File: config.mk
export PLATFORM = sky130hd
export DESIGN_NAME = afeltc_top
export DESIGN_NICKNAME = d
export VERILOG_FILES = /design/src/design/afeltc_pkg.sv /design/src/design/afeltc_fifo.sv /design/src/design/afeltc_top.sv
export SDC_FILE = /design/constraint.sdc
export NUM_CORES = 1
export LEC_CHECK = 0
export ABC_AREA = 1
export ABC_CLOCK_PERIOD_IN_PS = 2750
export BUFFER_PORTS_ARGS = -buffer_cell sky130_fd_sc_hd__buf_2
export CAP_MARGIN = 20
export CORE_MARGIN = 4
export CORE_UTILIZATION = 41
export DETAILED_ROUTE_END_ITERATION = 8
export HOLD_SLACK_MARGIN = 0.02
export PLACE_DENSITY = 0.68
export SLEW_MARGIN = 20
export SYNTH_ARGS = -nofsm -noshare
export SYNTH_HDL_FRONTEND = slang
export SYNTH_SLANG_ARGS = --single-unit
File: constraint.sdc
create_clock -name i_clk_sys -period 2.75 [get_ports i_clk_sys]
set_input_delay 0.275 -clock i_clk_sys [delete_from_list [all_inputs] [get_ports i_clk_sys]]
set_output_delay 0.275 -clock i_clk_sys [all_outputs]
set_load 0.01 [all_outputs]
File: src/design/afeltc_pkg.sv
// shared constants and types of the line timing control block
package afeltc_pkg;
  // ==================================================
  // widths
  localparam int unsigned ADDR_W = 6;
  localparam int unsigned DATA_W = 32;
  localparam int unsigned RES_W = 12;
  localparam int unsigned PIX_W = 6;
  localparam int unsigned SET_W = 6;
  localparam int unsigned FIFO_DEPTH = 16;
  localparam int unsigned LVL_W = 5;
  // ==================================================
  // register offsets
  localparam logic [ADDR_W-1:0] REG_CTRL = 6'h00;
  localparam logic [ADDR_W-1:0] REG_GAIN_R = 6'h04;
  localparam logic [ADDR_W-1:0] REG_GAIN_G = 6'h08;
  localparam logic [ADDR_W-1:0] REG_GAIN_B = 6'h0C;
  localparam logic [ADDR_W-1:0] REG_OFFS_R = 6'h10;
  localparam logic [ADDR_W-1:0] REG_OFFS_G = 6'h14;
  localparam logic [ADDR_W-1:0] REG_OFFS_B = 6'h18;
  localparam logic [ADDR_W-1:0] REG_STATUS = 6'h1C;
  localparam logic [ADDR_W-1:0] REG_PIXCNT = 6'h20;
  // ==================================================
  // field positions and reset values
  localparam int unsigned CTRL_CDS_BIT = 0;
  localparam int unsigned CTRL_POL_BIT = 1;
  localparam int unsigned CTRL_ROT_BIT = 2;
  localparam int unsigned CTRL_MONO_LSB = 3;
  localparam int unsigned CTRL_W = 5;
  localparam int unsigned STAT_LINE_BIT = 0;
  localparam int unsigned STAT_FAST_BIT = 1;
  localparam int unsigned STAT_LVL_LSB = 8;
  localparam logic [CTRL_W-1:0] CTRL_RST = 5'h01;
  localparam logic [SET_W-1:0] GAIN_RST = 6'h01;
  localparam logic [SET_W-1:0] OFFS_RST = 6'h00;
  // ==================================================
  // serial configuration frame: index then data, msb first
  localparam int unsigned SER_IDX_W = 4;
  localparam int unsigned SER_DAT_W = 8;
  localparam int unsigned SER_LEN = SER_IDX_W + SER_DAT_W;
  // ==================================================
  // timing
  localparam int unsigned MCLK_PERIOD_NS = 10;
  localparam int unsigned SAMP_MIN_MCLK = 4;
  localparam int unsigned SCNT_W = 3;
  localparam logic [SCNT_W-1:0] SCNT_MAX = 3'h7;
  localparam logic [SCNT_W-1:0] SCNT_MIN = 3'(SAMP_MIN_MCLK - 1);
  localparam int unsigned BEAT_W = 2;
  localparam logic [BEAT_W-1:0] BEAT_LAST = 2'h3;
  localparam logic [BEAT_W-1:0] BEAT_LOW = 2'h2;
  // ==================================================
  // types
  typedef enum logic [1:0] {
    COL_R = 2'b00,
    COL_G = 2'b01,
    COL_B = 2'b10
  } afeltc_colour_t;
  typedef enum logic {
    OUT_IDLE = 1'b0,
    OUT_SEND = 1'b1
  } afeltc_out_t;
endpackage

File: src/design/afeltc_fifo.sv
// first-in first-out buffer with valid/ready on both sides
`timescale 1ns/1ps
`default_nettype none
module afeltc_fifo #(
  parameter int unsigned WIDTH = 12,
  parameter int unsigned DEPTH = 16,
  parameter int unsigned LVL_W = 5
) (
  input wire logic i_clk_sys,
  input wire logic i_resetn,
  input wire logic i_clk_en,
  input wire logic i_flush,
  input wire logic i_in_valid,
  input wire logic [WIDTH-1:0] i_in_data,
  output logic o_in_ready,
  output logic o_out_valid,
  output logic [WIDTH-1:0] o_out_data,
  input wire logic i_out_ready,
  output logic [LVL_W-1:0] o_level
);
  localparam int unsigned PTR_W = $clog2(DEPTH);
  localparam logic [LVL_W-1:0] FULL = LVL_W'(DEPTH);
  logic [WIDTH-1:0] mem_q [DEPTH];
  logic [PTR_W-1:0] wr_q;
  logic [PTR_W-1:0] rd_q;
  logic [LVL_W-1:0] cnt_d;
  logic push;
  logic pop;

  // ==================================================
  // handshakes and next level
  assign push = i_in_valid & o_in_ready;
  assign pop = o_out_valid & i_out_ready;
  always_comb begin
    cnt_d = o_level;
    if (push & ~pop) begin
      cnt_d = o_level + LVL_W'(1);
    end else if (pop & ~push) begin
      cnt_d = o_level - LVL_W'(1);
    end
    if (i_flush) begin
      cnt_d = '0;
    end
  end
  // storage
  always_ff @(posedge i_clk_sys) begin
    if (i_clk_en && push) begin
      mem_q[wr_q] <= i_in_data;
    end
  end
  // pointers, level and registered ready
  always_ff @(posedge i_clk_sys or negedge i_resetn) begin
    if (!i_resetn) begin
      wr_q <= '0;
      rd_q <= '0;
      o_level <= '0;
      o_in_ready <= 1'b0;
    end else if (i_clk_en) begin
      wr_q <= i_flush ? '0 : wr_q + PTR_W'(push);
      rd_q <= i_flush ? '0 : rd_q + PTR_W'(pop);
      o_level <= cnt_d;
      o_in_ready <= cnt_d != FULL;
    end
  end
  assign o_out_valid = o_level != '0;
  assign o_out_data = mem_q[rd_q];
endmodule
`default_nettype wire

File: src/design/afeltc_top.sv
// sensor front end line timing, sampling control and pixel bus
// ==================================================
// Overview of operation
// - sample period at least four master clocks
// - track while sample low, hold at rise
// - with double sampling, hold reference at fall
// - otherwise hold upper/lower reference by polarity
// - clamp inputs while strobe high, sample low
// - strobe fall loads first colour settings
// - strobe fall starts active pixels
// - strobe low drives results on pixel bus
// - strobe high releases bus, serial port active
`timescale 1ns/1ps
`default_nettype none
module afeltc_top
  import afeltc_pkg::*;
(
  input wire logic i_clk_sys,
  input wire logic i_resetn,
  input wire logic i_clk_en,
  input wire logic i_sample_clock,
  input wire logic i_line_start_strobe,
  input wire logic i_serial_clock_pin,
  input wire logic i_serial_latch_pin,
  input wire logic i_serial_data_pin,
  input wire logic [afeltc_pkg::ADDR_W-1:0] i_addr,
  input wire logic [afeltc_pkg::DATA_W-1:0] i_wdata,
  input wire logic i_wr,
  input wire logic i_rd,
  output logic [afeltc_pkg::DATA_W-1:0] o_rdata,
  input wire logic i_conv_valid,
  input wire logic [afeltc_pkg::RES_W-1:0] i_conv_result,
  output logic o_conv_ready,
  output logic o_track_signal,
  output logic o_hold_signal,
  output logic o_hold_reference,
  output logic o_hold_ref_upper,
  output logic o_hold_ref_lower,
  output logic o_clamp,
  output logic o_clamp_upper,
  output logic [1:0] o_input_select,
  output logic [afeltc_pkg::SET_W-1:0] o_gain,
  output logic [afeltc_pkg::SET_W-1:0] o_offset,
  output logic o_line_active,
  output logic [afeltc_pkg::PIX_W-1:0] o_pix_data,
  output logic [afeltc_pkg::PIX_W-1:0] o_pix_oe_n,
  output logic o_pix_valid
);
  import afeltc_pkg::*;

  // ==================================================
  // declarations
  logic [2:0] sc_q;
  logic [2:0] ls_q;
  logic [2:0] sk_q;
  logic [2:0] la_q;
  logic [1:0] sd_q;
  logic sc_rise;
  logic sc_fall;
  logic ls_rise;
  logic ls_fall;
  logic sk_rise;
  logic la_rise;
  logic [CTRL_W-1:0] ctrl_q;
  logic [SET_W-1:0] gain_q [3];
  logic [SET_W-1:0] offs_q [3];
  logic fast_q;
  logic [DATA_W-1:0] pixcnt_q;
  logic [SCNT_W-1:0] scnt_q;
  logic seen_q;
  logic [SER_LEN-1:0] shift_q;
  logic cfg_we;
  logic [ADDR_W-1:0] cfg_addr;
  logic [DATA_W-1:0] cfg_data;
  afeltc_colour_t col_q;
  afeltc_colour_t first_col;
  afeltc_out_t out_q;
  logic [BEAT_W-1:0] beat_q;
  logic [RES_W-1:0] word_q;
  logic f_valid;
  logic [RES_W-1:0] f_data;
  logic f_ready;
  logic [LVL_W-1:0] f_level;

  // ==================================================
  // functions
  // pick the colour entry of a per-colour table
  function automatic logic [SET_W-1:0] pick(
    input afeltc_colour_t c,
    input logic [SET_W-1:0] r,
    input logic [SET_W-1:0] g,
    input logic [SET_W-1:0] b
  );
    case (c)
      COL_R: pick = r;
      COL_G: pick = g;
      default: pick = b;
    endcase
  endfunction
  // next colour in rotation
  function automatic afeltc_colour_t next_col(input afeltc_colour_t c);
    case (c)
      COL_R: next_col = COL_G;
      COL_G: next_col = COL_B;
      default: next_col = COL_R;
    endcase
  endfunction
  // map a two-bit field to a colour
  function automatic afeltc_colour_t to_col(input logic [1:0] v);
    case (v)
      2'h0: to_col = COL_R;
      2'h1: to_col = COL_G;
      default: to_col = COL_B;
    endcase
  endfunction

  // ==================================================
  // pin synchronisers, edges read from second stage on
  always_ff @(posedge i_clk_sys or negedge i_resetn) begin
    if (!i_resetn) begin
      sc_q <= '0;
      ls_q <= 3'h7;
      sk_q <= '0;
      la_q <= '0;
      sd_q <= '0;
    end else if (i_clk_en) begin
      sc_q <= {sc_q[1:0], i_sample_clock};
      ls_q <= {ls_q[1:0], i_line_start_strobe};
      sk_q <= {sk_q[1:0], i_serial_clock_pin};
      la_q <= {la_q[1:0], i_serial_latch_pin};
      sd_q <= {sd_q[0], i_serial_data_pin};
    end
  end
  assign sc_rise = sc_q[1] & ~sc_q[2];
  assign sc_fall = ~sc_q[1] & sc_q[2];
  assign ls_rise = ls_q[1] & ~ls_q[2];
  assign ls_fall = ~ls_q[1] & ls_q[2];
  assign sk_rise = sk_q[1] & ~sk_q[2];
  assign la_rise = la_q[1] & ~la_q[2];

  // ==================================================
  // serial configuration port, only while strobe high
  always_ff @(posedge i_clk_sys or negedge i_resetn) begin
    if (!i_resetn) begin
      shift_q <= '0;
    end else if (i_clk_en && ls_q[1] && sk_rise) begin
      shift_q <= {shift_q[SER_LEN-2:0], sd_q[1]};
    end
  end
  // one write source: bus first, serial latch otherwise
  always_comb begin
    cfg_we = i_wr;
    cfg_addr = i_addr;
    cfg_data = i_wdata;
    if (!i_wr && ls_q[1] && la_rise) begin
      cfg_we = 1'b1;
      cfg_addr = ADDR_W'({shift_q[SER_LEN-1 -: SER_IDX_W], 2'b00});
      cfg_data = DATA_W'(shift_q[SER_DAT_W-1:0]);
    end
  end

  // ==================================================
  // configuration registers
  always_ff @(posedge i_clk_sys or negedge i_resetn) begin
    if (!i_resetn) begin
      ctrl_q <= CTRL_RST;
      for (int i = 0; i < 3; i++) begin
        gain_q[i] <= GAIN_RST;
        offs_q[i] <= OFFS_RST;
      end
    end else if (i_clk_en && cfg_we) begin
      case (cfg_addr)
        REG_CTRL: ctrl_q <= cfg_data[CTRL_W-1:0];
        REG_GAIN_R: gain_q[0] <= cfg_data[SET_W-1:0];
        REG_GAIN_G: gain_q[1] <= cfg_data[SET_W-1:0];
        REG_GAIN_B: gain_q[2] <= cfg_data[SET_W-1:0];
        REG_OFFS_R: offs_q[0] <= cfg_data[SET_W-1:0];
        REG_OFFS_G: offs_q[1] <= cfg_data[SET_W-1:0];
        REG_OFFS_B: offs_q[2] <= cfg_data[SET_W-1:0];
        default: ;
      endcase
    end
  end

  // ==================================================
  // sample period check; set wins over write-one clear
  always_ff @(posedge i_clk_sys or negedge i_resetn) begin
    if (!i_resetn) begin
      scnt_q <= '0;
      seen_q <= 1'b0;
      fast_q <= 1'b0;
    end else if (i_clk_en) begin
      if (sc_rise) begin
        scnt_q <= '0;
        seen_q <= 1'b1;
      end else if (scnt_q != SCNT_MAX) begin
        scnt_q <= scnt_q + SCNT_W'(1);
      end
      if (sc_rise && seen_q && scnt_q < SCNT_MIN) begin
        fast_q <= 1'b1;
      end else if (i_wr && i_addr == REG_STATUS && i_wdata[STAT_FAST_BIT]) begin
        fast_q <= 1'b0;
      end
    end
  end

  // ==================================================
  // sampler controls
  always_ff @(posedge i_clk_sys or negedge i_resetn) begin
    if (!i_resetn) begin
      o_track_signal <= 1'b0;
      o_hold_signal <= 1'b0;
      o_hold_reference <= 1'b0;
      o_hold_ref_upper <= 1'b0;
      o_hold_ref_lower <= 1'b0;
      o_clamp <= 1'b0;
      o_clamp_upper <= 1'b0;
    end else if (i_clk_en) begin
      o_track_signal <= ~sc_q[1];
      o_hold_signal <= sc_rise;
      o_hold_reference <= sc_fall & ctrl_q[CTRL_CDS_BIT];
      o_hold_ref_upper <= sc_fall & ~ctrl_q[CTRL_CDS_BIT] & ctrl_q[CTRL_POL_BIT];
      o_hold_ref_lower <= sc_fall & ~ctrl_q[CTRL_CDS_BIT] & ~ctrl_q[CTRL_POL_BIT];
      o_clamp <= ls_q[1] & ~sc_q[1];
      o_clamp_upper <= ctrl_q[CTRL_POL_BIT];
    end
  end

  // ==================================================
  // line state and colour sequencing
  assign first_col = ctrl_q[CTRL_ROT_BIT] ? COL_R : to_col(ctrl_q[CTRL_MONO_LSB +: 2]);
  always_ff @(posedge i_clk_sys or negedge i_resetn) begin
    if (!i_resetn) begin
      o_line_active <= 1'b0;
      col_q <= COL_R;
      pixcnt_q <= '0;
    end else if (i_clk_en) begin
      if (ls_fall) begin
        o_line_active <= 1'b1;
        col_q <= first_col;
        pixcnt_q <= '0;
      end else if (ls_rise) begin
        o_line_active <= 1'b0;
      end else if (o_line_active && sc_rise) begin
        pixcnt_q <= pixcnt_q + DATA_W'(1);
        if (ctrl_q[CTRL_ROT_BIT]) begin
          col_q <= next_col(col_q);
        end
      end
    end
  end
  // mux, gain and offset follow the colour in use
  always_ff @(posedge i_clk_sys or negedge i_resetn) begin
    if (!i_resetn) begin
      o_input_select <= COL_R;
      o_gain <= GAIN_RST;
      o_offset <= OFFS_RST;
    end else if (i_clk_en) begin
      o_input_select <= col_q;
      o_gain <= pick(col_q, gain_q[0], gain_q[1], gain_q[2]);
      o_offset <= pick(col_q, offs_q[0], offs_q[1], offs_q[2]);
    end
  end

  // ==================================================
  // result buffer, flushed when the line ends
  afeltc_fifo #(
    .WIDTH(RES_W),
    .DEPTH(FIFO_DEPTH),
    .LVL_W(LVL_W)
  ) u_fifo (
    .i_clk_sys(i_clk_sys),
    .i_resetn(i_resetn),
    .i_clk_en(i_clk_en),
    .i_flush(ls_rise),
    .i_in_valid(i_conv_valid & o_line_active),
    .i_in_data(i_conv_result),
    .o_in_ready(o_conv_ready),
    .o_out_valid(f_valid),
    .o_out_data(f_data),
    .i_out_ready(f_ready),
    .o_level(f_level)
  );
  assign f_ready = (out_q == OUT_IDLE) & o_line_active & ~ls_q[1];

  // ==================================================
  // pixel bus: four beats, upper part twice then lower
  always_ff @(posedge i_clk_sys or negedge i_resetn) begin
    if (!i_resetn) begin
      out_q <= OUT_IDLE;
      beat_q <= '0;
      word_q <= '0;
    end else if (i_clk_en) begin
      case (out_q)
        OUT_IDLE: begin
          if (f_valid && f_ready) begin
            word_q <= f_data;
            beat_q <= '0;
            out_q <= OUT_SEND;
          end
        end
        OUT_SEND: begin
          beat_q <= beat_q + BEAT_W'(1);
          if (beat_q == BEAT_LAST || ls_q[1]) begin
            out_q <= OUT_IDLE;
          end
        end
        default: out_q <= OUT_IDLE;
      endcase
    end
  end
  // bus drive and data lanes
  always_ff @(posedge i_clk_sys or negedge i_resetn) begin
    if (!i_resetn) begin
      o_pix_oe_n <= '1;
      o_pix_data <= '0;
      o_pix_valid <= 1'b0;
    end else if (i_clk_en) begin
      o_pix_oe_n <= ls_q[1] ? '1 : '0;
      o_pix_valid <= (out_q == OUT_SEND) & ~ls_q[1];
      if (out_q == OUT_SEND && !ls_q[1]) begin
        o_pix_data <= beat_q < BEAT_LOW ? word_q[RES_W-1 -: PIX_W]
                                        : word_q[PIX_W-1:0];
      end else begin
        o_pix_data <= '0;
      end
    end
  end

  // ==================================================
  // register read port, data only in the next cycle
  always_ff @(posedge i_clk_sys or negedge i_resetn) begin
    if (!i_resetn) begin
      o_rdata <= '0;
    end else if (i_clk_en) begin
      o_rdata <= '0;
      if (i_rd) begin
        case (i_addr)
          REG_CTRL: o_rdata <= DATA_W'(ctrl_q);
          REG_GAIN_R: o_rdata <= DATA_W'(gain_q[0]);
          REG_GAIN_G: o_rdata <= DATA_W'(gain_q[1]);
          REG_GAIN_B: o_rdata <= DATA_W'(gain_q[2]);
          REG_OFFS_R: o_rdata <= DATA_W'(offs_q[0]);
          REG_OFFS_G: o_rdata <= DATA_W'(offs_q[1]);
          REG_OFFS_B: o_rdata <= DATA_W'(offs_q[2]);
          REG_STATUS: begin
            o_rdata[STAT_LINE_BIT] <= o_line_active;
            o_rdata[STAT_FAST_BIT] <= fast_q;
            o_rdata[STAT_LVL_LSB +: LVL_W] <= f_level;
          end
          REG_PIXCNT: o_rdata <= pixcnt_q;
          default: o_rdata <= '0;
        endcase
      end
    end
  end
endmodule
`default_nettype wire

==> metrics.txt <==
worst ir drop on vdd between 0.8 and 0.9 mV; WHS 0.09864 ns; share of flip-flops with an asynchronous set or reset roughly half; Clk pwr share 36.9%; total I/O pin count 129; startpoint of the worst-slack reg-to-reg timing path o_pix_oe_n[4]; die span in x 212.3 µm; number of buffers created by CTS 42; total wire length 41,990 µm; number of cells in the finished layout apart from fillers 2,395; number of max-capacitance violations reported 0; number of DRC violations after detailed-routing iteration 0 1,109; most common cell in the synthesized netlist nand2_1; total leakage power 0.008069 µW; outcome finished, final reports clean; average cell area after synthesis 9.999 µm²; highest attainable clock frequency 433.5 MHz; setup TNS 0 ns; setup violation total in the final timing report 0; worst endpoint required time 3.17 ns; slew at the pin closest to its max-slew limit 0.7241 ns; sort of element at the start of the critical path flop; global-route wire length before repair 67,520 µm; worst hold start i_wdata[0]; CORE AREA 0.04102 mm²; Area Overhead vs Synth 15.40%; starting density of the core 41.73%; root buffer cell clkbuf_16; full die area 0.04508 mm²; setup slack of the most critical reg-to-reg path 0.44 ns; post-synthesis share of cell area spent on xor and xnor gates 0.2558%; remaining max-slew budget at the tightest pin a little over 50%; Seq pwr share 46.6%; switching share of total power between 20% and 30%; total global routing overflow 0; register bit total from synthesis 388; average wire length per cell after detail routing 17.53 µm; Hold EP offs_q[0]; Final Hold Vio Count 0; Pre-antenna DRT Iters 5; Worst Hold Path Cells 3; area fraction in compound gates after synthesis ~15%; simple-gate share of the synthesized area between 10% and 20%; Post-route DRC 0; most instantiated cells after synthesis nand2_1 (284), nor2_1 (248), o21ai_0 (198); net switching component of the power about 4400 µW; critical path data arrival time roughly 2.7 ns; Tmin final ~2.3 ns; unrepaired setup endpoints after global routing false; cells resized by post-CTS repair 0; Post-Route Utilization a little under 50%; Comb power frac 16.5%; height of the die 212.3 µm; number of nets with antenna violations after detailed routing 0; via total after detailed routing roughly 13,000; total power per unit cell area approximately 770 mW/mm²; Clock Latency Late Sink 0.56 ns; distinct cell type count of the synthesized netlist 47; worst-path maximum fanout 11; Max Root-Sink Buffers 3; Post-DP HPWL between 20,000 and 30,000 µm; Mapped Area 0.01712 mm²; clock tree from TritonCTS done; largest cells by area after synthesis edfxtp_1 (34%), dfrtp_1 (27%), nand2_1 (6.2%); number of warnings reported in the yosys synthesis log 0; top_reg_cell synth edfxtp_1; sequential cell area fraction in the yosys report 62.39%; critical path class flop to flop; number of cells on the worst reg-to-reg path 8; initial antenna violation count 2; clock transition time at the flip-flop clock pins of the worst setup and hold paths approximately 0.060 ns; Placed Instances 2,311; area share of the largest cell type after synthesis between 30 and 40%; Mapped Nets 1,785; cell count after synthesis 1,712; final-report max-slew violation count 0; number of sinks driven by the clock tree 388; post-route fraction of the period consumed by the critical path 83.87%; end of the worst register-to-register path pixcnt_q[6]; kind of capture point of the worst setup path flop; H-tree depth reported by CTS 2; final estimated routing congestion in global placement 0.9134; largest net degree at the start of global routing 98; adder and majority gate portion of the synthesized area 0.8771%; Vias per Instance 5.369; Cell Rows 74; multiplexer share of the synthesized area less than 1%; GR Util All Layers 18.79%; number of global-route vias before repair 12,556; cell-internal power 10,870 µW; final-stage net count 1,902; dominant combinational cell family by area after synthesis simple AND/OR/NAND/NOR gates; layout cell share with drive strength beyond 1 14.83%; Clock Skew 0.01217 ns; Port Buffer Count roughly 100; Synth area leader edfxtp_1; buffers inserted by post-CTS timing repair 0; Post-synth EDFFs roughly 190; worst min path class primary input to flop
-- cell families (layout without fill, tap and decap cells) --
group / count (synthesis) / in the layout
AO/OA/AOI/OAI: 418 / 418
AND/OR/NAND/NOR: 662 / 662
buffers and inverters: 226 / 375
other: 0 / 2
adder cells (fa/ha/maj): 12 / 12
multiplexers: 1 / 1
flip-flops: 388 / 388
XOR/XNOR: 5 / 5
-- state kept, by name, indices dropped and copies added (netlist names), 6 cells and up --
name and cells:
o_offset 6, pixcnt_q 32, gain_q 18, o_pix_data 6
o_rdata 32, shift_q 12, u_fifo.mem_q 192, word_q 12
offs_q 18, o_gain 6
-- power by group through the flow --
stage                     Sequential (µW)  Combinational (µW)  Clock, µW
after floorplan                      7120                1710          0
after global placement               7200                2430          0
after detailed placement             7220                2500          0
after CTS                            7110                2530       5770
after global routing                 7190                2870       6020
final                                7120                2520       5640
-- area by class of cell --
cell class	instances	area (µm²)
clock buffer	54	1157
tap	532	665.6
clock inverter	22	227.7
antenna	2	5.005
multi-input combinational	1098	5477
inverter	143	536.8
sequential	388	10680
timing repair buffer	156	1002
fill	3689	21260
-- critical path, cell delays in order, from the launching register on --
cell and delay, ns:
dfstp_2 0.61, inv_1 0.08, ha_1 0.26, nor2_4 0.25, nand2_2 0.23, inv_1 0.22
nand4_1 0.15, o21ai_0 0.27, a2bb2oi_1 0.10
-- timing repair --
action,CTS,global route
setup endpoints to repair,0,0
endpoints found under the hold margin,70,0
hold buffers,6,0
-- metal layers --
| metal | GRT usage [%] | up-vias | part of all wire, % |
|---|---|---|---|
| li1 | - | 6161 | - |
| met5 | 0 | - | 0.031 |
| met4 | 7.263 | 2 | 3.2 |
| met1 | 24.99 | 6201 | 42 |
| met3 | 3.409 | 92 | 6.4 |
| met2 | 30.87 | 402 | 48 |
-- placed cells by master (no fill, tap or decap), types with 8 or more instances in the layout --
cell type,count
o21ai_0,198
buf_4,43
dfrtp_1,186
nand2_1,284
a21oi_1,37
inv_1,132
o22ai_1,19
ha_1,12
o21ai_1,49
o221ai_1,10
dfstp_2,8
a32o_1,22
inv_2,8
buf_2,101
o211ai_1,51
nand3_1,62
clkinv_2,10
clkbuf_16,43
nor3_1,15
nor2_1,248
nor2_2,8
nand4_1,23
edfxtp_1,192
nand2_2,10
-- metrics by stage --
step | cell area (µm²) | setup WS (ns) | total power [µW]
3_3_place_gp | 18300 | 0.4773 | 9627
3_5_place_dp | 18300 | 0.4517 | 9718
5_1_grt | 19750 | 0.2112 | 16080
2_1_floorplan | 17120 | 0.8490 | 8829
6_report | 19750 | 0.4434 | 15280
4_1_cts | 19750 | 0.4289 | 15420
-- worst max path at each step --
stage	from	to	slack, ns	depth (start not counted)
2_1_floorplan	o_pix_oe_n[4]	pixcnt_q[19]	0.85	11
3_3_place_gp	o_pix_oe_n[4]	pixcnt_q[16]	0.48	10
3_5_place_dp	o_pix_oe_n[4]	pixcnt_q[6]	0.45	8
4_1_cts	o_pix_oe_n[4]	pixcnt_q[6]	0.43	8
5_1_grt	o_pix_oe_n[4]	pixcnt_q[16]	0.21	11
6_report	o_pix_oe_n[4]	pixcnt_q[6]	0.44	8
(Power assumes the default switching activity.)
